### src/rsc_pkg.sv
// Notes on behaviour
// - amplifier word is 10 bits; each bit drives one stage enable directly.
// - bits 0..3 drive rf stages minus12, zero, plus12, plus24.
// - bits 4..7 drive if stages minus4, eight, twenty, thirtytwo.
// - bits 8..9 drive second stages eight and twenty; clear bit means off.
// - normally an active acquisition pulse holds the controller shut down.
// - debug blanking suppresses pulse reset and oscillator stop; leaving restores both.
// - red indicator blinks while pulse blanking is enabled and no error is pending.
// - commands other than delete are refused while any error is unacknowledged.
// - each delete command clears exactly one pending error.
// - init reloads every setting from storage, as after power-up.
// - save writes all current settings to storage as new defaults.
// - after power-up or reset the stored defaults are applied.
// - channel offsets are readable and writable, unsigned 0 to 255.
// - increment and decrement change the chosen code by exactly one, holding at 0 and 255.
// - offsets reload with the stored value, never its complement.
// - agc write drives the agc converter directly, overriding gain.
// - gain table holds stage word and agc code per step; gain applies it.
// - gain is read and written, accepted from 1 to 46341.
// - temperature command runs one conversion and returns the reading.
// - a raised error lights red steadily and turns green off.
package rsc_pkg;
  localparam int unsigned ADDR_W = 8;
  localparam logic [7:0] OFF_CTRL = 8'h00;
  localparam logic [7:0] OFF_CMD = 8'h04;
  localparam logic [7:0] OFF_AMP = 8'h08;
  localparam logic [7:0] OFF_AGC = 8'h0C;
  localparam logic [7:0] OFF_GAIN = 8'h10;
  localparam logic [7:0] OFF_PHASE = 8'h14;
  localparam logic [7:0] OFF_QGAIN = 8'h18;
  localparam logic [7:0] OFF_OFFA = 8'h1C;
  localparam logic [7:0] OFF_OFFB = 8'h20;
  localparam logic [7:0] OFF_STATUS = 8'h24;
  localparam logic [7:0] OFF_TEMP = 8'h28;
  localparam logic [7:0] OFF_GTBL = 8'h2C;
  localparam int unsigned CTRL_DEBUG_BIT = 0;
  localparam int unsigned ST_DEBUG_BIT = 4;
  localparam int unsigned ST_BUSY_BIT = 5;
  localparam int unsigned ST_HALT_BIT = 6;
  localparam int unsigned ST_STEP_LSB = 8;
  localparam int unsigned GT_IDX_LSB = 24;
  localparam int unsigned ERR_W = 4;
  localparam int unsigned ADC_W = 10;
  localparam int unsigned GT_STEPS = 16;
  localparam int unsigned GT_IDX_W = 4;
  localparam int unsigned GT_ENT_W = 18;
  localparam logic [15:0] GAIN_MIN = 16'h0001;
  localparam logic [15:0] GAIN_MAX = 16'hB505;
  localparam logic [1:0] RESP_OKAY = 2'h0;
  localparam logic [1:0] RESP_SLVERR = 2'h2;
  localparam logic [1:0] RESP_DECERR = 2'h3;
  localparam int unsigned CLK_HZ = 200_000_000;
  localparam int unsigned BLINK_MS = 250;
  localparam int unsigned BLINK_CYC = CLK_HZ / 1000 * BLINK_MS;
  localparam int unsigned BLINK_W = 26;
  localparam int unsigned TEMP_US = 10;
  localparam int unsigned TEMP_CYC = CLK_HZ / 1_000_000 * TEMP_US;
  typedef struct packed {
    logic second_stage_twenty;
    logic second_stage_eight;
    logic if_stage_thirtytwo;
    logic if_stage_twenty;
    logic if_stage_eight;
    logic if_stage_minus4;
    logic rf_stage_plus24;
    logic rf_stage_plus12;
    logic rf_stage_zero;
    logic rf_stage_minus12;
  } rsc_amp_s;
  typedef struct packed {
    rsc_amp_s amp;
    logic [7:0] agc;
    logic [15:0] gain;
    logic [7:0] phase;
    logic [7:0] qgain;
    logic [7:0] offa;
    logic [7:0] offb;
  } rsc_set_s;
  localparam rsc_set_s NV_DFLT = {10'h000, 8'h80, 16'h0001, 8'h80, 8'h80, 8'h80, 8'h80};
  localparam logic [GT_ENT_W-1:0] GT_DFLT = 18'h00080;
  typedef enum logic [3:0] {
    CMD_NOP = 4'h0, CMD_INIT = 4'h1, CMD_SAVE = 4'h2, CMD_DEL_ERR = 4'h3,
    CMD_TEMP = 4'h4, CMD_INC_QGAIN = 4'h5, CMD_DEC_QGAIN = 4'h6, CMD_INC_PHASE = 4'h7,
    CMD_DEC_PHASE = 4'h8, CMD_INC_OFFA = 4'h9, CMD_DEC_OFFA = 4'hA, CMD_INC_OFFB = 4'hB,
    CMD_DEC_OFFB = 4'hC
  } rsc_cmd_e;
  typedef enum logic [1:0] {ST_BOOT = 2'b00, ST_RUN = 2'b01, ST_HALT = 2'b10} rsc_fsm_e;
  // gain step is the position of the highest set bit
  function automatic logic [GT_IDX_W-1:0] gain_step(input logic [15:0] g);
    logic [GT_IDX_W-1:0] r;
    r = '0;
    for (int i = 0; i < 16; i++) begin
      if (g[i]) r = GT_IDX_W'(i);
    end
    return r;
  endfunction : gain_step
endpackage : rsc_pkg

### src/rsc_ctrl.sv
// The AXI4-Lite register port and the register addresses were decided locally.
`timescale 1ns/1ps
module rsc_ctrl #(
  parameter int unsigned BLINK_CYC = rsc_pkg::BLINK_CYC,
  parameter int unsigned TEMP_CYC = rsc_pkg::TEMP_CYC
) (
  input logic clk,
  input logic rst_n,
  input logic [7:0] s_axi_awaddr,
  input logic s_axi_awvalid,
  output logic s_axi_awready,
  input logic [31:0] s_axi_wdata,
  input logic [3:0] s_axi_wstrb,
  input logic s_axi_wvalid,
  output logic s_axi_wready,
  output logic [1:0] s_axi_bresp,
  output logic s_axi_bvalid,
  input logic s_axi_bready,
  input logic [7:0] s_axi_araddr,
  input logic s_axi_arvalid,
  output logic s_axi_arready,
  output logic [31:0] s_axi_rdata,
  output logic [1:0] s_axi_rresp,
  output logic s_axi_rvalid,
  input logic s_axi_rready,
  input logic acquisition_pulse_input,
  input logic err_raise,
  input logic [rsc_pkg::ADC_W-1:0] adc_in,
  output rsc_pkg::rsc_amp_s amp_stage,
  output logic [7:0] agc_level_code,
  output logic [7:0] phase_code,
  output logic [7:0] qgain_code,
  output logic [7:0] offset_a,
  output logic [7:0] offset_b,
  output logic ctrl_shutdown,
  output logic osc_stop,
  output logic led_red,
  output logic led_green
);
  typedef struct packed {
    rsc_pkg::rsc_fsm_e fsm;
    rsc_pkg::rsc_set_s set;
    logic debug;
    logic [rsc_pkg::ERR_W-1:0] errs;
    logic [7:0] awaddr;
    logic aw_got;
    logic [31:0] wdata;
    logic [3:0] wstrb;
    logic w_got;
    logic bvalid;
    logic [1:0] bresp;
    logic rvalid;
    logic [31:0] rdata;
    logic [1:0] rresp;
    logic [rsc_pkg::ADC_W-1:0] temp;
    logic temp_start;
    logic pulse_m;
    logic pulse_s;
    logic [rsc_pkg::BLINK_W-1:0] blink_cnt;
    logic blink;
    // busy cycles of the converter, so its end can be bounded without a long delay range
    logic [15:0] tw_cnt;
  } rsc_ctrl_s;

  rsc_ctrl_s s_q;
  rsc_ctrl_s s_d;
  rsc_pkg::rsc_set_s dflt_set;
  logic [rsc_pkg::GT_ENT_W-1:0] tbl_ent;
  logic [rsc_pkg::GT_IDX_W-1:0] tbl_rd_idx;
  logic save_en;
  logic tbl_we;
  logic temp_busy;
  logic temp_done;
  logic [rsc_pkg::ADC_W-1:0] temp_val;
  logic shutdown;
  logic wr_fire;
  logic [32:0] cur;
  logic [32:0] rd;
  logic [31:0] wv;
  logic [31:0] gain_wv;
  logic [3:0] opc;
  logic is_del;
  logic del;
  logic raise_bad;
  logic amp_wr_ok;
  logic gain_wr_ok;
  logic inc_qg;
  logic [rsc_pkg::ERR_W:0] e_sum;

  // =====================================================
  // helpers
  function automatic logic [31:0] merge(input logic [31:0] o, input logic [31:0] n, input logic [3:0] st);
    logic [31:0] r;
    r = o;
    for (int i = 0; i < 4; i++) begin
      if (st[i]) r[i*8 +: 8] = n[i*8 +: 8];
    end
    return r;
  endfunction : merge

  // saturating one-code step of an 8-bit converter
  function automatic logic [7:0] step8(input logic [7:0] v, input logic up);
    logic [7:0] r;
    r = v;
    if (up && v != 8'hFF) r = v + 8'h01;
    if (!up && v != 8'h00) r = v - 8'h01;
    return r;
  endfunction : step8

  function automatic logic [32:0] reg_read(input logic [7:0] a, input rsc_ctrl_s s,
                                           input logic [rsc_pkg::GT_ENT_W-1:0] ent, input logic busy);
    logic [32:0] r;
    r = {1'b1, 32'h0000_0000};
    if (a == rsc_pkg::OFF_CTRL) begin
      r[rsc_pkg::CTRL_DEBUG_BIT] = s.debug;
    end else if (a == rsc_pkg::OFF_CMD) begin
      r[31:0] = 32'h0000_0000;
    end else if (a == rsc_pkg::OFF_AMP) begin
      r[9:0] = s.set.amp;
    end else if (a == rsc_pkg::OFF_AGC) begin
      r[7:0] = s.set.agc;
    end else if (a == rsc_pkg::OFF_GAIN) begin
      r[15:0] = s.set.gain;
    end else if (a == rsc_pkg::OFF_PHASE) begin
      r[7:0] = s.set.phase;
    end else if (a == rsc_pkg::OFF_QGAIN) begin
      r[7:0] = s.set.qgain;
    end else if (a == rsc_pkg::OFF_OFFA) begin
      r[7:0] = s.set.offa;
    end else if (a == rsc_pkg::OFF_OFFB) begin
      r[7:0] = s.set.offb;
    end else if (a == rsc_pkg::OFF_STATUS) begin
      r[rsc_pkg::ERR_W-1:0] = s.errs;
      r[rsc_pkg::ST_DEBUG_BIT] = s.debug;
      r[rsc_pkg::ST_BUSY_BIT] = busy;
      r[rsc_pkg::ST_HALT_BIT] = (s.fsm == rsc_pkg::ST_HALT);
      r[rsc_pkg::ST_STEP_LSB +: rsc_pkg::GT_IDX_W] = rsc_pkg::gain_step(s.set.gain);
    end else if (a == rsc_pkg::OFF_TEMP) begin
      r[rsc_pkg::ADC_W-1:0] = s.temp;
    end else if (a == rsc_pkg::OFF_GTBL) begin
      r[rsc_pkg::GT_ENT_W-1:0] = ent;
    end else begin
      r[32] = 1'b0;
    end
    return r;
  endfunction : reg_read

  // =====================================================
  // storage and temperature converter
  rsc_nv_store #(.STEPS(rsc_pkg::GT_STEPS)) u_nv (
    .clk(clk),
    .save_en(save_en),
    .save_set(s_q.set),
    .tbl_we(tbl_we),
    .tbl_wr_idx(s_q.wdata[rsc_pkg::GT_IDX_LSB +: rsc_pkg::GT_IDX_W]),
    .tbl_wr_ent(s_q.wdata[rsc_pkg::GT_ENT_W-1:0]),
    .tbl_rd_idx(tbl_rd_idx),
    .dflt_set(dflt_set),
    .tbl_rd_ent(tbl_ent)
  );

  rsc_temp_conv #(.CONV_CYC(TEMP_CYC)) u_temp (
    .clk(clk),
    .rst_n(rst_n),
    .start(s_q.temp_start),
    .adc_in(adc_in),
    .busy(temp_busy),
    .done(temp_done),
    .value(temp_val)
  );

  // =====================================================
  // bus decode and command execution
  assign shutdown = s_q.pulse_s && !s_q.debug;
  assign wr_fire = s_q.aw_got && s_q.w_got && !s_q.bvalid;
  assign cur = reg_read(s_q.awaddr, s_q, tbl_ent, temp_busy);
  assign wv = merge(cur[31:0], s_q.wdata, s_q.wstrb);
  assign opc = s_q.wstrb[0] ? s_q.wdata[3:0] : rsc_pkg::CMD_NOP;
  assign is_del = (s_q.awaddr == rsc_pkg::OFF_CMD) && (opc == rsc_pkg::CMD_DEL_ERR);
  // gain write looks up the entry of the step it is about to select
  // built from the stored gain, not from cur, so the table lookup never feeds back into itself
  assign gain_wv = merge({16'h0000, s_q.set.gain}, s_q.wdata, s_q.wstrb);
  assign tbl_rd_idx = (wr_fire && s_q.awaddr == rsc_pkg::OFF_GAIN) ? rsc_pkg::gain_step(gain_wv[15:0])
                                                                   : rsc_pkg::gain_step(s_q.set.gain);

  always_comb begin
    s_d = s_q;
    save_en = 1'b0;
    tbl_we = 1'b0;
    del = 1'b0;
    raise_bad = 1'b0;
    amp_wr_ok = 1'b0;
    gain_wr_ok = 1'b0;
    inc_qg = 1'b0;
    rd = '0;
    s_d.temp_start = 1'b0;
    s_d.pulse_m = acquisition_pulse_input;
    s_d.pulse_s = s_q.pulse_m;
    if (s_axi_awvalid && s_axi_awready) begin
      s_d.awaddr = s_axi_awaddr;
      s_d.aw_got = 1'b1;
    end
    if (s_axi_wvalid && s_axi_wready) begin
      s_d.wdata = s_axi_wdata;
      s_d.wstrb = s_axi_wstrb;
      s_d.w_got = 1'b1;
    end
    if (s_q.bvalid && s_axi_bready) begin
      s_d.bvalid = 1'b0;
    end
    if (s_q.rvalid && s_axi_rready) begin
      s_d.rvalid = 1'b0;
    end
    if (s_axi_arvalid && s_axi_arready) begin
      rd = reg_read(s_axi_araddr, s_q, tbl_ent, temp_busy);
      s_d.rvalid = 1'b1;
      s_d.rdata = rd[31:0];
      s_d.rresp = rd[32] ? rsc_pkg::RESP_OKAY : rsc_pkg::RESP_DECERR;
    end
    case (s_q.fsm)
      rsc_pkg::ST_BOOT: begin
        s_d.set = dflt_set;
        s_d.fsm = rsc_pkg::ST_RUN;
      end
      rsc_pkg::ST_RUN: begin
        if (shutdown) s_d.fsm = rsc_pkg::ST_HALT;
      end
      rsc_pkg::ST_HALT: begin
        // leaving a pulse reset behaves like power-up
        if (!shutdown) s_d.fsm = rsc_pkg::ST_BOOT;
      end
      default: begin
        s_d.fsm = rsc_pkg::ST_BOOT;
      end
    endcase
    if (wr_fire) begin
      s_d.aw_got = 1'b0;
      s_d.w_got = 1'b0;
      s_d.bvalid = 1'b1;
      s_d.bresp = rsc_pkg::RESP_OKAY;
      if (!cur[32]) begin
        s_d.bresp = rsc_pkg::RESP_DECERR;
      end else if (s_q.fsm != rsc_pkg::ST_RUN || (s_q.errs != '0 && !is_del)) begin
        s_d.bresp = rsc_pkg::RESP_SLVERR;
      end else if (s_q.awaddr == rsc_pkg::OFF_CTRL) begin
        s_d.debug = wv[rsc_pkg::CTRL_DEBUG_BIT];
      end else if (s_q.awaddr == rsc_pkg::OFF_AMP) begin
        s_d.set.amp = rsc_pkg::rsc_amp_s'(wv[9:0]);
        amp_wr_ok = 1'b1;
      end else if (s_q.awaddr == rsc_pkg::OFF_AGC) begin
        s_d.set.agc = wv[7:0];
      end else if (s_q.awaddr == rsc_pkg::OFF_GAIN) begin
        if (wv[15:0] < rsc_pkg::GAIN_MIN || wv[15:0] > rsc_pkg::GAIN_MAX) begin
          s_d.bresp = rsc_pkg::RESP_SLVERR;
          raise_bad = 1'b1;
        end else begin
          s_d.set.gain = wv[15:0];
          s_d.set.amp = rsc_pkg::rsc_amp_s'(tbl_ent[rsc_pkg::GT_ENT_W-1:8]);
          s_d.set.agc = tbl_ent[7:0];
          gain_wr_ok = 1'b1;
        end
      end else if (s_q.awaddr == rsc_pkg::OFF_PHASE) begin
        s_d.set.phase = wv[7:0];
      end else if (s_q.awaddr == rsc_pkg::OFF_QGAIN) begin
        s_d.set.qgain = wv[7:0];
      end else if (s_q.awaddr == rsc_pkg::OFF_OFFA) begin
        s_d.set.offa = wv[7:0];
      end else if (s_q.awaddr == rsc_pkg::OFF_OFFB) begin
        s_d.set.offb = wv[7:0];
      end else if (s_q.awaddr == rsc_pkg::OFF_GTBL) begin
        tbl_we = (s_q.wstrb == 4'hF);
      end else if (s_q.awaddr == rsc_pkg::OFF_CMD) begin
        case (opc)
          rsc_pkg::CMD_NOP: begin
          end
          rsc_pkg::CMD_INIT: begin
            s_d.fsm = rsc_pkg::ST_BOOT;
          end
          rsc_pkg::CMD_SAVE: begin
            save_en = 1'b1;
          end
          rsc_pkg::CMD_DEL_ERR: begin
            del = (s_q.errs != '0);
          end
          rsc_pkg::CMD_TEMP: begin
            s_d.temp_start = !temp_busy;
          end
          rsc_pkg::CMD_INC_QGAIN: begin
            s_d.set.qgain = step8(s_q.set.qgain, 1'b1);
            inc_qg = 1'b1;
          end
          rsc_pkg::CMD_DEC_QGAIN: s_d.set.qgain = step8(s_q.set.qgain, 1'b0);
          rsc_pkg::CMD_INC_PHASE: s_d.set.phase = step8(s_q.set.phase, 1'b1);
          rsc_pkg::CMD_DEC_PHASE: s_d.set.phase = step8(s_q.set.phase, 1'b0);
          rsc_pkg::CMD_INC_OFFA: s_d.set.offa = step8(s_q.set.offa, 1'b1);
          rsc_pkg::CMD_DEC_OFFA: s_d.set.offa = step8(s_q.set.offa, 1'b0);
          rsc_pkg::CMD_INC_OFFB: s_d.set.offb = step8(s_q.set.offb, 1'b1);
          rsc_pkg::CMD_DEC_OFFB: s_d.set.offb = step8(s_q.set.offb, 1'b0);
          default: begin
            s_d.bresp = rsc_pkg::RESP_SLVERR;
            raise_bad = 1'b1;
          end
        endcase
      end
    end
    // new errors and a delete in one cycle net out, so no event is lost
    e_sum = {1'b0, s_q.errs} + (rsc_pkg::ERR_W+1)'(err_raise) + (rsc_pkg::ERR_W+1)'(raise_bad);
    if (del) e_sum = e_sum - 1'b1;
    s_d.errs = e_sum[rsc_pkg::ERR_W] ? '1 : e_sum[rsc_pkg::ERR_W-1:0];
    if (temp_done) s_d.temp = temp_val;
    s_d.tw_cnt = temp_busy ? s_q.tw_cnt + 16'h0001 : 16'h0000;
    if (!s_q.debug) begin
      s_d.blink_cnt = '0;
      s_d.blink = 1'b0;
    end else if (s_q.blink_cnt == rsc_pkg::BLINK_W'(BLINK_CYC - 1)) begin
      s_d.blink_cnt = '0;
      s_d.blink = !s_q.blink;
    end else begin
      s_d.blink_cnt = s_q.blink_cnt + 1'b1;
    end
  end

  always_ff @(posedge clk) begin
    if (!rst_n) begin
      s_q <= '0;
    end else begin
      s_q <= s_d;
    end
  end

  // =====================================================
  // outputs
  assign s_axi_awready = !s_q.aw_got && !s_q.bvalid;
  assign s_axi_wready = !s_q.w_got && !s_q.bvalid;
  assign s_axi_bvalid = s_q.bvalid;
  assign s_axi_bresp = s_q.bresp;
  assign s_axi_arready = !s_q.rvalid;
  assign s_axi_rvalid = s_q.rvalid;
  assign s_axi_rdata = s_q.rdata;
  assign s_axi_rresp = s_q.rresp;
  assign amp_stage = s_q.set.amp;
  assign agc_level_code = s_q.set.agc;
  assign phase_code = s_q.set.phase;
  assign qgain_code = s_q.set.qgain;
  assign offset_a = s_q.set.offa;
  assign offset_b = s_q.set.offb;
  assign ctrl_shutdown = shutdown;
  assign osc_stop = shutdown;
  // error wins over blink; halted by pulse shows both lit
  assign led_red = (s_q.errs != '0) || (s_q.debug ? s_q.blink : (s_q.fsm == rsc_pkg::ST_HALT));
  assign led_green = (s_q.errs == '0);
endmodule : rsc_ctrl

### src/rsc_nv_store.sv
`timescale 1ns/1ps
module rsc_nv_store #(
  parameter int unsigned STEPS = rsc_pkg::GT_STEPS
) (
  input logic clk,
  input logic save_en,
  input rsc_pkg::rsc_set_s save_set,
  input logic tbl_we,
  input logic [rsc_pkg::GT_IDX_W-1:0] tbl_wr_idx,
  input logic [rsc_pkg::GT_ENT_W-1:0] tbl_wr_ent,
  input logic [rsc_pkg::GT_IDX_W-1:0] tbl_rd_idx,
  output rsc_pkg::rsc_set_s dflt_set,
  output logic [rsc_pkg::GT_ENT_W-1:0] tbl_rd_ent
);
  typedef struct packed {
    rsc_pkg::rsc_set_s dflt;
  } rsc_nv_s;
  // no reset: contents model storage that survives resets
  rsc_nv_s s_q = '{dflt: rsc_pkg::NV_DFLT};
  rsc_nv_s s_d;
  logic [rsc_pkg::GT_ENT_W-1:0] tbl_q [STEPS] = '{default: rsc_pkg::GT_DFLT};

  always_comb begin
    s_d = s_q;
    if (save_en) begin
      s_d.dflt = save_set;
    end
  end

  always_ff @(posedge clk) begin
    s_q <= s_d;
    if (tbl_we) begin
      tbl_q[tbl_wr_idx] <= tbl_wr_ent;
    end
  end

  assign dflt_set = s_q.dflt;
  assign tbl_rd_ent = tbl_q[tbl_rd_idx];
endmodule : rsc_nv_store

### src/rsc_temp_conv.sv
`timescale 1ns/1ps
module rsc_temp_conv #(
  parameter int unsigned CONV_CYC = rsc_pkg::TEMP_CYC
) (
  input logic clk,
  input logic rst_n,
  input logic start,
  input logic [rsc_pkg::ADC_W-1:0] adc_in,
  output logic busy,
  output logic done,
  output logic [rsc_pkg::ADC_W-1:0] value
);
  localparam int unsigned CNT_W = $clog2(CONV_CYC + 1);
  typedef struct packed {
    logic [rsc_pkg::ADC_W-1:0] meta;
    logic [rsc_pkg::ADC_W-1:0] sync;
    logic [CNT_W-1:0] cnt;
    logic busy;
    logic done;
    logic [rsc_pkg::ADC_W-1:0] val;
  } rsc_tc_s;
  rsc_tc_s s_q;
  rsc_tc_s s_d;

  always_comb begin
    s_d = s_q;
    s_d.meta = adc_in;
    s_d.sync = s_q.meta;
    s_d.done = 1'b0;
    if (s_q.busy) begin
      // sample only at the end so the level has settled
      if (s_q.cnt == CNT_W'(CONV_CYC - 1)) begin
        s_d.busy = 1'b0;
        s_d.done = 1'b1;
        s_d.val = s_q.sync;
      end else begin
        s_d.cnt = s_q.cnt + 1'b1;
      end
    end else if (start) begin
      s_d.busy = 1'b1;
      s_d.cnt = '0;
    end
  end

  always_ff @(posedge clk) begin
    if (!rst_n) begin
      s_q <= '0;
    end else begin
      s_q <= s_d;
    end
  end

  assign busy = s_q.busy;
  assign done = s_q.done;
  assign value = s_q.val;
endmodule : rsc_temp_conv
### config.mk
export PLATFORM = sky130hd
export DESIGN_NAME = rsc_ctrl
export DESIGN_NICKNAME = d
export VERILOG_FILES = /design/src/rsc_pkg.sv /design/src/rsc_ctrl.sv /design/src/rsc_nv_store.sv /design/src/rsc_temp_conv.sv
export SDC_FILE = /design/constraint.sdc
export NUM_CORES = 1
export LEC_CHECK = 0
export ABC_AREA = 1
export BUFFER_PORTS_ARGS = -buffer_cell sky130_fd_sc_hd__buf_2
export CORE_UTILIZATION = 50
export DETAILED_ROUTE_END_ITERATION = 8
export PLACE_DENSITY_LB_ADDON = 0.05
export REMOVE_ABC_BUFFERS = 1
export SLEW_MARGIN = 10
export SYNTH_ARGS = -nofsm -noshare
export SYNTH_HDL_FRONTEND = slang
export SYNTH_SLANG_ARGS = --single-unit
### constraint.sdc
create_clock -name clk -period 8.2 [get_ports clk]
set_clock_uncertainty 0.05 [all_clocks]
set_input_delay 0.41 -clock clk [delete_from_list [all_inputs] [get_ports clk]]
set_output_delay 0.41 -clock clk [all_outputs]
set_load 0.02 [all_outputs]
Yosys cells after proc, flatten, opt, wreduce, memory -nomap -nowiden
Memories as Yosys holds them, arrays and structs flattened.
Index checks and enable logic that the tools add are counted.
{ "op_classes": {"n_addsub": 13, "order_cmp": 2, "n_eq_ne": 53, "mux": 282, "bitwise": 7, "n_reduce_logical": 50} }
{ "ops": {"columns": ["operator", "count"], "rows": [
  ["two-way mux 10 bit", 47],
  ["two-way mux 8 bit", 43],
  ["two-way mux 69 bit", 3],
  ["two-way mux 32 bit", 6],
  ["two-way mux 4 bit", 33],
  ["!= test 15 bit (second input constant)", 8],
  ["two-way mux 1 bit", 89],
  ["two-way mux 18 bit", 4],
  ["two-way mux 34 bit", 2],
  ["two-way mux 68 bit", 1],
  ["two-way mux 66 bit", 1],
  ["equality test 8 x 5 -> 1 bit (second input constant)", 8],
  ["equality test 8 x 6 -> 1 bit (second input constant)", 8],
  ["two-way mux 16 bit", 4],
  ["case mux 8 bit (2 select lines)", 4],
  ["two-way mux 2 bit", 28],
  ["two-way mux 56 bit", 1],
  ["two-way mux 12 bit", 4],
  ["two-way mux 24 bit", 2],
  ["two-way mux 48 bit", 1],
  ["two-way mux 35 bit", 1],
  ["adder 8 x 1 -> 8 bit (second input constant)", 4],
  ["equality test 8 x 4 -> 1 bit (second input constant)", 4],
  ["!= test 8 bit (second input constant)", 4],
  ["41 further kinds", 97]
]} }
{ "totals": {"regBits": 306, "ramBits": 288, "inputBits": 71, "output_inout_bits": 95, "elab_cells": 465, "n_memories": 1} }
{ "mem_list": {"columns": ["name", "words", "word_bits", "read_ports", "rd_ports_with_merged_regs", "write_ports", "line_no", "text"], "rows": [
  ["u_nv.tbl_q", 16, 18, 1, 0, 1, "rsc_nv_store.sv:21", "logic [rsc_pkg::GT_ENT_W-1:0] tbl_q [STEPS] = '{default: rsc_pkg::GT_DFLT};"]
]} }

Logic depth before layout (Yosys ltp)
Gate-level depths: netlist of the first run.
An unclocked memory read counts as a cell.
{ "logic_depth": {"ltp_word": 60, "ltp_mapped": 53, "depth_no_buf": 50} }

By module
A second synthesis of the first run with hierarchy kept.
{ "unflattened": {"cells_unflattened": 3594, "hier_area_um2": 29447.0} }
{ "by_module_without_submodules": {"columns": ["module", "n_inst", "cells_each", "area_each_um2", "seq_area_each_um2"], "rows": [
  ["rsc_nv_store", 1, 1251, 14383.8, 10630.2],
  ["rsc_ctrl", 1, 2111, 13321.5, 3443.3],
  ["rsc_temp_conv", 1, 232, 1741.7, 860.8]
]} }

Worst setup path before layout of the first run
Ideal clock, no wire load.
{ "synth_timing": {"kind": "reg-to-reg", "from": "register s_q[142] in the netlist's numbering", "to": "register u_nv.s_q, in the netlist u_nv.dflt_set[0] (enable)", "setup_time_ns": 0.571, "arrival_time_ns": 6.212, "required_time_ns": 7.579, "path_slack_ns": 1.367, "path_stages_with_launch": 8, "path_buffers": 0, "synth_period_minus_slack_ns": 6.833, "cell_sequence": "dfxtp_1 nor4_1 inv_1 nand2_1 inv_1 nor3_1 nand2_1 nor3_1"} }
{ "synth_between": {"elab_chain_len": 6} }
{ "synth_lines": {"columns": ["element", "line_no", "text"], "rows": [
  ["start: declaration", "rsc_ctrl.sv:65", "rsc_ctrl_s s_q;"],
  ["start signal: assignment", "rsc_ctrl.sv:325", "s_q <= '0;"],
  ["start signal: assignment", "rsc_ctrl.sv:327", "s_q <= s_d;"],
  ["nonzero test 4 bit", "rsc_ctrl.sv:243", "end else if (s_q.fsm != rsc_pkg::ST_RUN || (s_q.errs != '0 && !is_del)) begin"],
  ["logical AND 1 bit", "rsc_ctrl.sv:243", null],
  ["logical OR 1 bit", "rsc_ctrl.sv:243", null],
  ["two-way mux 1 bit", "rsc_ctrl.sv:243", null],
  ["two-way mux 1 bit", "rsc_ctrl.sv:241", "if (!cur[32]) begin"],
  ["two-way mux 1 bit", "rsc_ctrl.sv:236", "if (wr_fire) begin"],
  ["via save_en", "rsc_ctrl.sv:70", "logic save_en;"],
  ["end signal: assignment", "rsc_nv_store.sv:31", "s_q <= s_d;"],
  ["end: declaration", "rsc_nv_store.sv:19", "rsc_nv_s s_q = '{dflt: rsc_pkg::NV_DFLT};"]
]} }
The timed path passes the listed nets, and every way through them passes these cells.
A chain may end at the register's enable or synchronous reset.

Worst setup path in the final report of the first run
{ "layout_timing": {"from": "register s_q[102] in the netlist's numbering", "to": "register s_q[140] in the netlist's numbering"} }
{ "layout_between": {"elab_chain_len": 58, "elab_cells_between_ends": 121, "classes_between": "add/sub: 2; order compare: 2; eq/ne: 12; mux: 97; reduce/logical: 7; memory: 1"} }
{ "layout_lines": {"columns": ["element", "line_no", "text"], "rows": [
  ["two-way mux 8 bit", "rsc_ctrl.sv:96", "if (st[i]) r[i*8 +: 8] = n[i*8 +: 8];"],
  ["two-way mux 4 bit (13 in series)", "rsc_pkg.sv:93", "if (g[i]) r = GT_IDX_W'(i);"],
  ["two-way mux 4 bit", "rsc_ctrl.sv:183", "assign tbl_rd_idx = (wr_fire && s_q.awaddr == rsc_pkg::OFF_GAIN) ? rsc_pkg::gain_step(gain_wv[15:0])"],
  ["memory (16 x 18 bit)", null, null],
  ["two-way mux 18 bit", "rsc_ctrl.sv:140", "end else if (a == rsc_pkg::OFF_GTBL) begin"],
  ["two-way mux 10 bit / two-way mux 8 bit (equally long branches)", "rsc_ctrl.sv:138", "end else if (a == rsc_pkg::OFF_TEMP) begin"],
  ["two-way mux 10 bit / two-way mux 8 bit (equally long branches) (10 in series)", null, null],
  ["two-way mux 4 bit / two-way mux 6 bit (equally long branches)", "rsc_ctrl.sv:132", "end else if (a == rsc_pkg::OFF_STATUS) begin"],
  ["[21 not listed]", null, null],
  ["two-way mux 1 bit", "rsc_ctrl.sv:245", "end else if (s_q.awaddr == rsc_pkg::OFF_CTRL) begin"],
  ["two-way mux 1 bit", "rsc_ctrl.sv:243", null],
  ["two-way mux 1 bit", "rsc_ctrl.sv:241", null],
  ["two-way mux 1 bit", "rsc_ctrl.sv:236", null],
  ["adder 5 x 1 -> 5 bit", "rsc_ctrl.sv:307", "e_sum = {1'b0, s_q.errs} + (rsc_pkg::ERR_W+1)'(err_raise) + (rsc_pkg::ERR_W+1)'(raise_bad);"],
  ["subtractor 5 x 1 -> 5 bit", "rsc_ctrl.sv:308", "if (del) e_sum = e_sum - 1'b1;"],
  ["two-way mux 5 bit (*)", "rsc_ctrl.sv:308", null],
  ["two-way mux 4 bit (*)", "rsc_ctrl.sv:309", "s_d.errs = e_sum[rsc_pkg::ERR_W] ? '1 : e_sum[rsc_pkg::ERR_W-1:0];"]
]} }
Mark *: on every way between the ends. The rest lies on a longest branch, timed or not. The select of a mux whose other input is x is not followed.

==> results of run 1 <==
## power by group
group	leakage, nW	internal [mW]	switching [mW]	total, mW
combinational	6.42	0.266	0.685	0.951
clock	0.972	1.56	1.18	2.73
sequential	4.99	3.10	0.0879	3.19
total	12.4	4.92	1.95	6.87
## registers in the layout (all words and copies together), names as in the netlist
register	count
u_temp.done	1
offset_a	8
u_temp.s_q	21
s_axi_rdata	18
qgain_code	8
s_axi_rresp	1
u_temp.s_d	10
s_axi_rvalid	1
s_q	98
u_nv.tbl_q	288
u_nv.dflt_set	66
s_axi_bresp	2
u_temp.value	10
offset_b	8
s_axi_bvalid	1
agc_level_code	8
amp_stage	10
phase_code	8
u_temp.busy	1
s_d	1
## placed cells by master (no fill, tap or decap), drive strengths merged, types with 17 or more instances in the layout
cell type	Yosys	routed
nor4	23	23
a21oi	301	301
clkbuf	79	85
o21ai	190	190
nor2	266	266
mux2i	21	21
o2111ai	17	17
clkinv	2	19
xor2	20	20
nand4	25	25
dlygate4sd3	0	29
nor3	40	40
o221ai	21	21
dfxtp	215	215
o211ai	31	31
nand2	628	628
ha	28	28
nand3	409	409
edfxtp	354	354
inv	292	297
buf	148	194
## worst max-delay path, delay by kind of cell (launching register included)
family | cells | cell delay (ns)
AND/OR/NAND/NOR | 36 | 3.55
buffers and inverters | 7 | 1.51
adder cells (fa/ha/maj) | 3 | 0.85
flip-flops | 1 | 0.72
AO/OA/AOI/OAI | 3 | 0.38
XOR/XNOR | 1 | 0.20
## metal layers
metal	part of all wire (%)	GRT usage, %	vias to the layer above
li1	-	-	11049
met1	44	47.6	11442
met2	44	48.1	1158
met3	8.9	4.69	176
met4	3.0	10.2	2
met5	0.014	0	-
## final cells by class
| class | count | area (um2) | area share (%) |
|---|---|---|---|
| clock buffers | 85 | 1720 | 5.55 |
| clock inverters | 27 | 251 | 0.812 |
| inverters | 294 | 1120 | 3.61 |
| multi-input cells | 2116 | 10600 | 34.2 |
| flip-flops and latches | 569 | 14900 | 48.2 |
| well taps | 748 | 936 | 3.02 |
| repair buffers | 223 | 1410 | 4.55 |
## worst paths after layout
check	startpoint	endpoint	slack, ns
max	s_q[102]	s_q[140]	0.85
min	s_axi_wdata[25]	s_q[124]	0.02
max reg2reg	s_q[102]	s_q[140]	0.85
min reg2reg	u_temp.s_d[29]	u_temp.s_q[29]	0.36
## cells by family after synthesis
group / after synthesis / share of synthesized area [%]
and+or+nand+nor: 1403 / 21.7
other: 1 / 0.0134
adders and majority gates: 33 / 1.62
xor gates and xnor gates: 29 / 0.911
DFF: 569 / 53.6
muxes: 23 / 0.835
buffers and inverters: 521 / 8.95
AOI/OAI and AO/OA: 614 / 12.4
## metrics by stage
stage,cells,hold slack (ns)
after floorplan,2979,0.340
after global placement,3921,0.356
after detailed placement,3921,0.349
after CTS,4062,0.00456
after global routing,4062,0.0369
final,4062,0.0245
## cells in the mapped netlist (all sizes together)
master     n  area share, %
mux2       2          0.081
o22ai      5           0.11
nand3    409            7.4
a21o       1          0.027
or3        1          0.022
o311ai     1          0.031
o21a       5           0.13
a21oi    301            5.4
conb       1          0.013
nor3      40           0.74
ha        28            1.3
o211ai    31           0.83
clkinv     2          0.072
a2111oi    3          0.094
fa         5           0.36
dfxtp    215             15
and3       2          0.045
clkbuf    79            1.1
o2111ai   17           0.53
mux2i     21           0.75
o21ai    190            3.4
nor3b      4           0.11
inv      292            3.9
buf      148            3.9
a22oi      3           0.12
xor2      20           0.63
a221oi     7           0.22
a21boi     1          0.027
o41ai      1          0.031
a211oi     8           0.22
nand2    628            8.6
nor4      23           0.52
o31ai      7           0.19
a31oi      5           0.11
nand3b     3          0.081
edfxtp   354             38
o221a      1          0.040
o32ai      2          0.063
o21bai     4           0.11
nor2     266            3.7
xnor2      9           0.28
o221ai    21           0.66
or2        2          0.045
nand4     25           0.56
==> impl_metrics.yaml, run 1 <==
setup_path:
  path_common_cell: "nand2_1"
  endpoint_kind: "flip-flop"
  critical_path_arrival_ns: 7.84
  cp_slowest_cell: "dfxtp_1"
  crit_path_start_kind: "flip-flop"
  cp_slowest_stage_delay_ns: 0.72
  crit_type: "reg -> reg"
  rr_worst_depth: 50
  crit_path_max_fanout: 35
  worstPathRequired_ns: 8.69
yosys:
  ys_types: 59
  avgSynthCellArea_um2: 8.73
  yosys_warnings: 0
  syn_area_mm2: 0.0279
  synth_cells: 3193
  synth-seq-cells: 569
  synth-seq-area-share_pct: 53.6
placement:
  dpl_cell_area_mm2: 0.0287
  dpl_worst_slack_ns: 1.02
  gp_congestion: 1.03
  port_buffers: 141
  place.detailed.hpwl_mm: 61.3
drt:
  ant_nets: 0
  drt-initial-drc-count: 2731
  wl_mm: 92.0
  dr.pass1.iters: 8
  drcViolationCount: 0
  vias_per_cell: 5.87
  wire_per_inst_um: 22.6
  vias: 23827
clocking:
  ctsResizeCount: 0
  cts_post_setup_buffers_inserted: 0
  insertion_delay_ns: 0.65
  cts_root_buf: "clkbuf_16"
  cts_buffers: 60
  clockBufferDepth: 3
  h-tree-depth: 2
  holdBufCountCts: 29
  cts_tree: "done"
  clock-sinks: 569
  path_clk_slew_ns: 0.06
global_route:
  grt_usage_pct: 32.0
  grt_pass1_wl_mm: 137
  antenna_found_initial: 1
  grt_overflow: 0
  grt_pass1_vias: 22045
  grt_max_degree: 86
floorplan:
  core_area_mm2: 0.0551
  fp.dieW_um: 238
  fp.dieArea_mm2: 0.0567
  die_h_um: 238
  ios: 166
  start_util_pct: 50.6
  rows: 86
sta:
  relSlewSlack_pct: 24.4
  fin_crit_sh_pct: 89.6
  setup_tns_ns: 0
  worstMarginPinSlew_ns: 1.13
  setup_viol: 0
  rsz0062_at_grt: "false"
  min_period_ns: 7.35
  maxSlewViolCount: 0
  finalHoldViolCount: 0
  fmax_ghz: 0.136
  setup_slack_ns: 0.849
finish:
  final_core_util_pct: 56.2
  nFillCells: 5062
  diodes: 0
  num-nets-final: 3368
  drive_above_1_share_pct: 10.4
  fin_area_mm2: 0.0310
  syn2layout_area_growth_pct: 11.0
power:
  leakagePower_nw: 12.4
  power_density_mw_per_mm2: 222
  total_power_mw: 6.87
  peakVddDrop_mv: 0.208
hold_path:
  min_path_cells: 3
  hold_path.class: "in -> reg"
status:
  status: "finished clean"
job:
  drv_cap: 0
No activity file was read; power rests on OpenSTA's default activity.
==> run 2, diff against run 1 <==
Settings changed: ABC_AREA 1 to unset.
==> impl_metrics.yaml, run 2 <==
setup_path:
  rrSetupSlack_ns: 0.68
  crit_path_max_fanout: 57
  critical_path_arrival_ns: 7.97
  worstPathRequired_ns: 8.65
  crit_path_start_kind: "flip-flop"
  crit_type: "reg -> reg"
  cp_slowest_stage_delay_ns: 0.75
  path_common_cell: "a21oi_1"
  crit_chain: "inv_1 > o31ai_1 > o211a_4 > nor3_4 > nor2_8 > buf_12 > nor2_1 > a221oi_1 > a21oi_1 > nor4_2 > a2111oi_1 > a211o_2 > o21ai_1 > nor3_1 > fa_1 > ha_1 > inv_1 > ha_1 > nand2_1 > a21oi_1 > a21o_1 > a31oi_1 > a21oi_1"
  rr_worst_depth: 23
  r2r_start: "s_q[96]"
  crit_path_start: "s_q[96]"
  critPathCapture: "s_q[140]"
  endpoint_kind: "flip-flop"
  cp_slowest_cell: "a221oi_1"
  r2r-end: "s_q[140]"
global_route:
  antenna_found_initial: 2
  grt_usage_pct: 32.3
  grt_pass1_vias: 21303
  grt_max_degree: 65
  grt_overflow: 0
  grt_pass1_wl_mm: 138
power:
  power_density_mw_per_mm2: 218
  total_power_mw: 6.94
  peakVddDrop_mv: 0.191
  leakagePower_nw: 11.7
yosys:
  synth-seq-cells: 569
  synth_top_area_share_pct: 37.6
  async_flop_share_pct: 0
  yosys_warnings: 0
  synth_edf_count: 354
  yosys-top-cells-count: "354 x edfxtp_1, 332 x nand2_1, 215 x dfxtp_1"
  synth_top_area_cell: "edfxtp_1"
  synth_top_flop_cell: "edfxtp_1"
  avgSynthCellArea_um2: 10.4
  synth-seq-area-share_pct: 52.8
  yosysMostFrequentCell: "edfxtp_1"
  ys_types: 98
  syn_area_mm2: 0.0283
  synth_cells: 2708
  yosys-top-cells-area: "edfxtp_1 38%, dfxtp_1 15%, mux2i_1 5.8%, nand2_1 4.4%, a21oi_1 3.4%"
status:
  status: "finished clean"
clocking:
  h-tree-depth: 2
  cts_root_buf: "clkbuf_16"
  cts_buffers: 60
  cts_tree: "done"
  path_clk_slew_ns: 0.07
  ctsResizeCount: 0
  clock-sinks: 569
  clockBufferDepth: 3
  insertion_delay_ns: 0.65
floorplan:
  rows: 86
  start_util_pct: 50.9
  fp.dieArea_mm2: 0.0575
  core_area_mm2: 0.0555
  fp.dieW_um: 240
  ios: 166
  die_h_um: 240
sta:
  finalHoldViolCount: 0
  relSlewSlack_pct: 20.1
  min_period_ns: 7.52
  worstMarginPinSlew_ns: 1.20
  maxSlewViolCount: 0
  setup_tns_ns: 0
  setup_viol: 0
  rsz0062_at_grt: "false"
  fin_crit_sh_pct: 91.7
  fmax_ghz: 0.133
finish:
  fin_cells: 3601
  regMostFlops: "u_nv.tbl_q"
  final_cell_mix: "354 x edfxtp_1, 332 x nand2_1, 214 x dfxtp_1"
  final_common_cell: "edfxtp_1"
  fin_area_mm2: 0.0318
  num-nets-final: 2908
  largest_reg_flops: 288
  syn2layout_area_growth_pct: 12.5
  drive_above_1_share_pct: 14.6
  diodes: 0
placement:
  gp_congestion: 0.989
  dp_cells: 3446
  place.detailed.hpwl_mm: 63.8
  port_buffers: 141
  dpl_cell_area_mm2: 0.0293
hold_path:
  hold_path.class: "in -> reg"
  holdCritStartpoint: "s_axi_awaddr[1]"
drt:
  vias: 22981
  wire_per_inst_um: 26.1
  wl_mm: 94.0
  drt-initial-drc-count: 2906
  dr.pass1.iters: 6
  drcViolationCount: 0
  vias_per_cell: 6.38
  ant_nets: 0
job:
  drv_cap: 0
[run 2: routing by layer]
metal  track usage, %  wire length, um  share of wire [%]  vias to the layer above
li1                 -                -                  -                    10211
met1             49.0            42200                 45                    11355
met2             47.5            40300                 43                     1253
met3             4.73             9080                9.7                      162
met4             9.44             2420                2.6                        0
met5                0                0                  0                        -
[run 2: where the power goes]
part           total, mW  switching (mW)  internal, mW
clock               2.85            1.18          1.67
combinational      0.930           0.615         0.315
sequential          3.16          0.0824          3.08
[run 2: layout make-up]
type                            count  area, um2
Sequential cell                   569      14900
Clock buffer                       80       1650
Multi-Input combinational cell   1862      11900
Fill cell                        4850      23700
Clock inverter                     31        425
Tap cell                          748        936
Inverter                           49        186
Timing Repair Buffer              262       1740
[run 2: how the worst min path moves through the flow]
| stage | end | slack, ns | cells past startpoint |
|---|---|---|---|
| 6_report | s_q[133] | 0.02 | 3 |
| 5_1_grt | s_q[133] | 0.03 | 3 |
| 4_1_cts | s_q[133] | 0.002 | 3 |
| 3_5_place_dp | u_temp.s_q[28] | 0.37 | 1 |
| 3_3_place_gp | u_temp.s_q[32] | 0.37 | 1 |
| 2_1_floorplan | s_q[43] | 0.36 | 1 |
[run 2: per-stage QoR]
step | utilization, % | setup slack [ns] | hold slack, ns
final | 57.3 | 0.683 | 0.0240
after global routing | 57.3 | 0.385 | 0.0253
after detailed placement | 52.7 | 0.892 | 0.367
after global placement | 52.7 | 1.06 | 0.369
after floorplan | - | -0.917 | 0.362
after CTS | 57.3 | 0.848 | 0.00174
[run 2: kinds of logic after synthesis]
group	Yosys count	share of synthesized area, %
fa+ha+maj	33	1.59
buf+inv	290	5.51
flops	569	52.8
other cells	1	0.0133
simple gates	869	14.9
compound gates	686	15.9
mux	195	7.22
xor+xnor	65	2.01
[run 2: critical path, delay by kind of cell, from the launching register on]
kind | cells | cell delay [ns]
AOI/OAI and AO/OA | 11 | 3.16
adders and majority gates | 3 | 0.95
buffers and inverters | 3 | 0.72
DFF | 1 | 0.67
and+or+nand+nor | 6 | 1.68
[run 2: what timing repair did]
item,4_1_cts,5_1_grt
buffers inserted,0,0
hold buffers,44,0
endpoints found under the hold margin,43,0
setup endpoints to repair,0,0
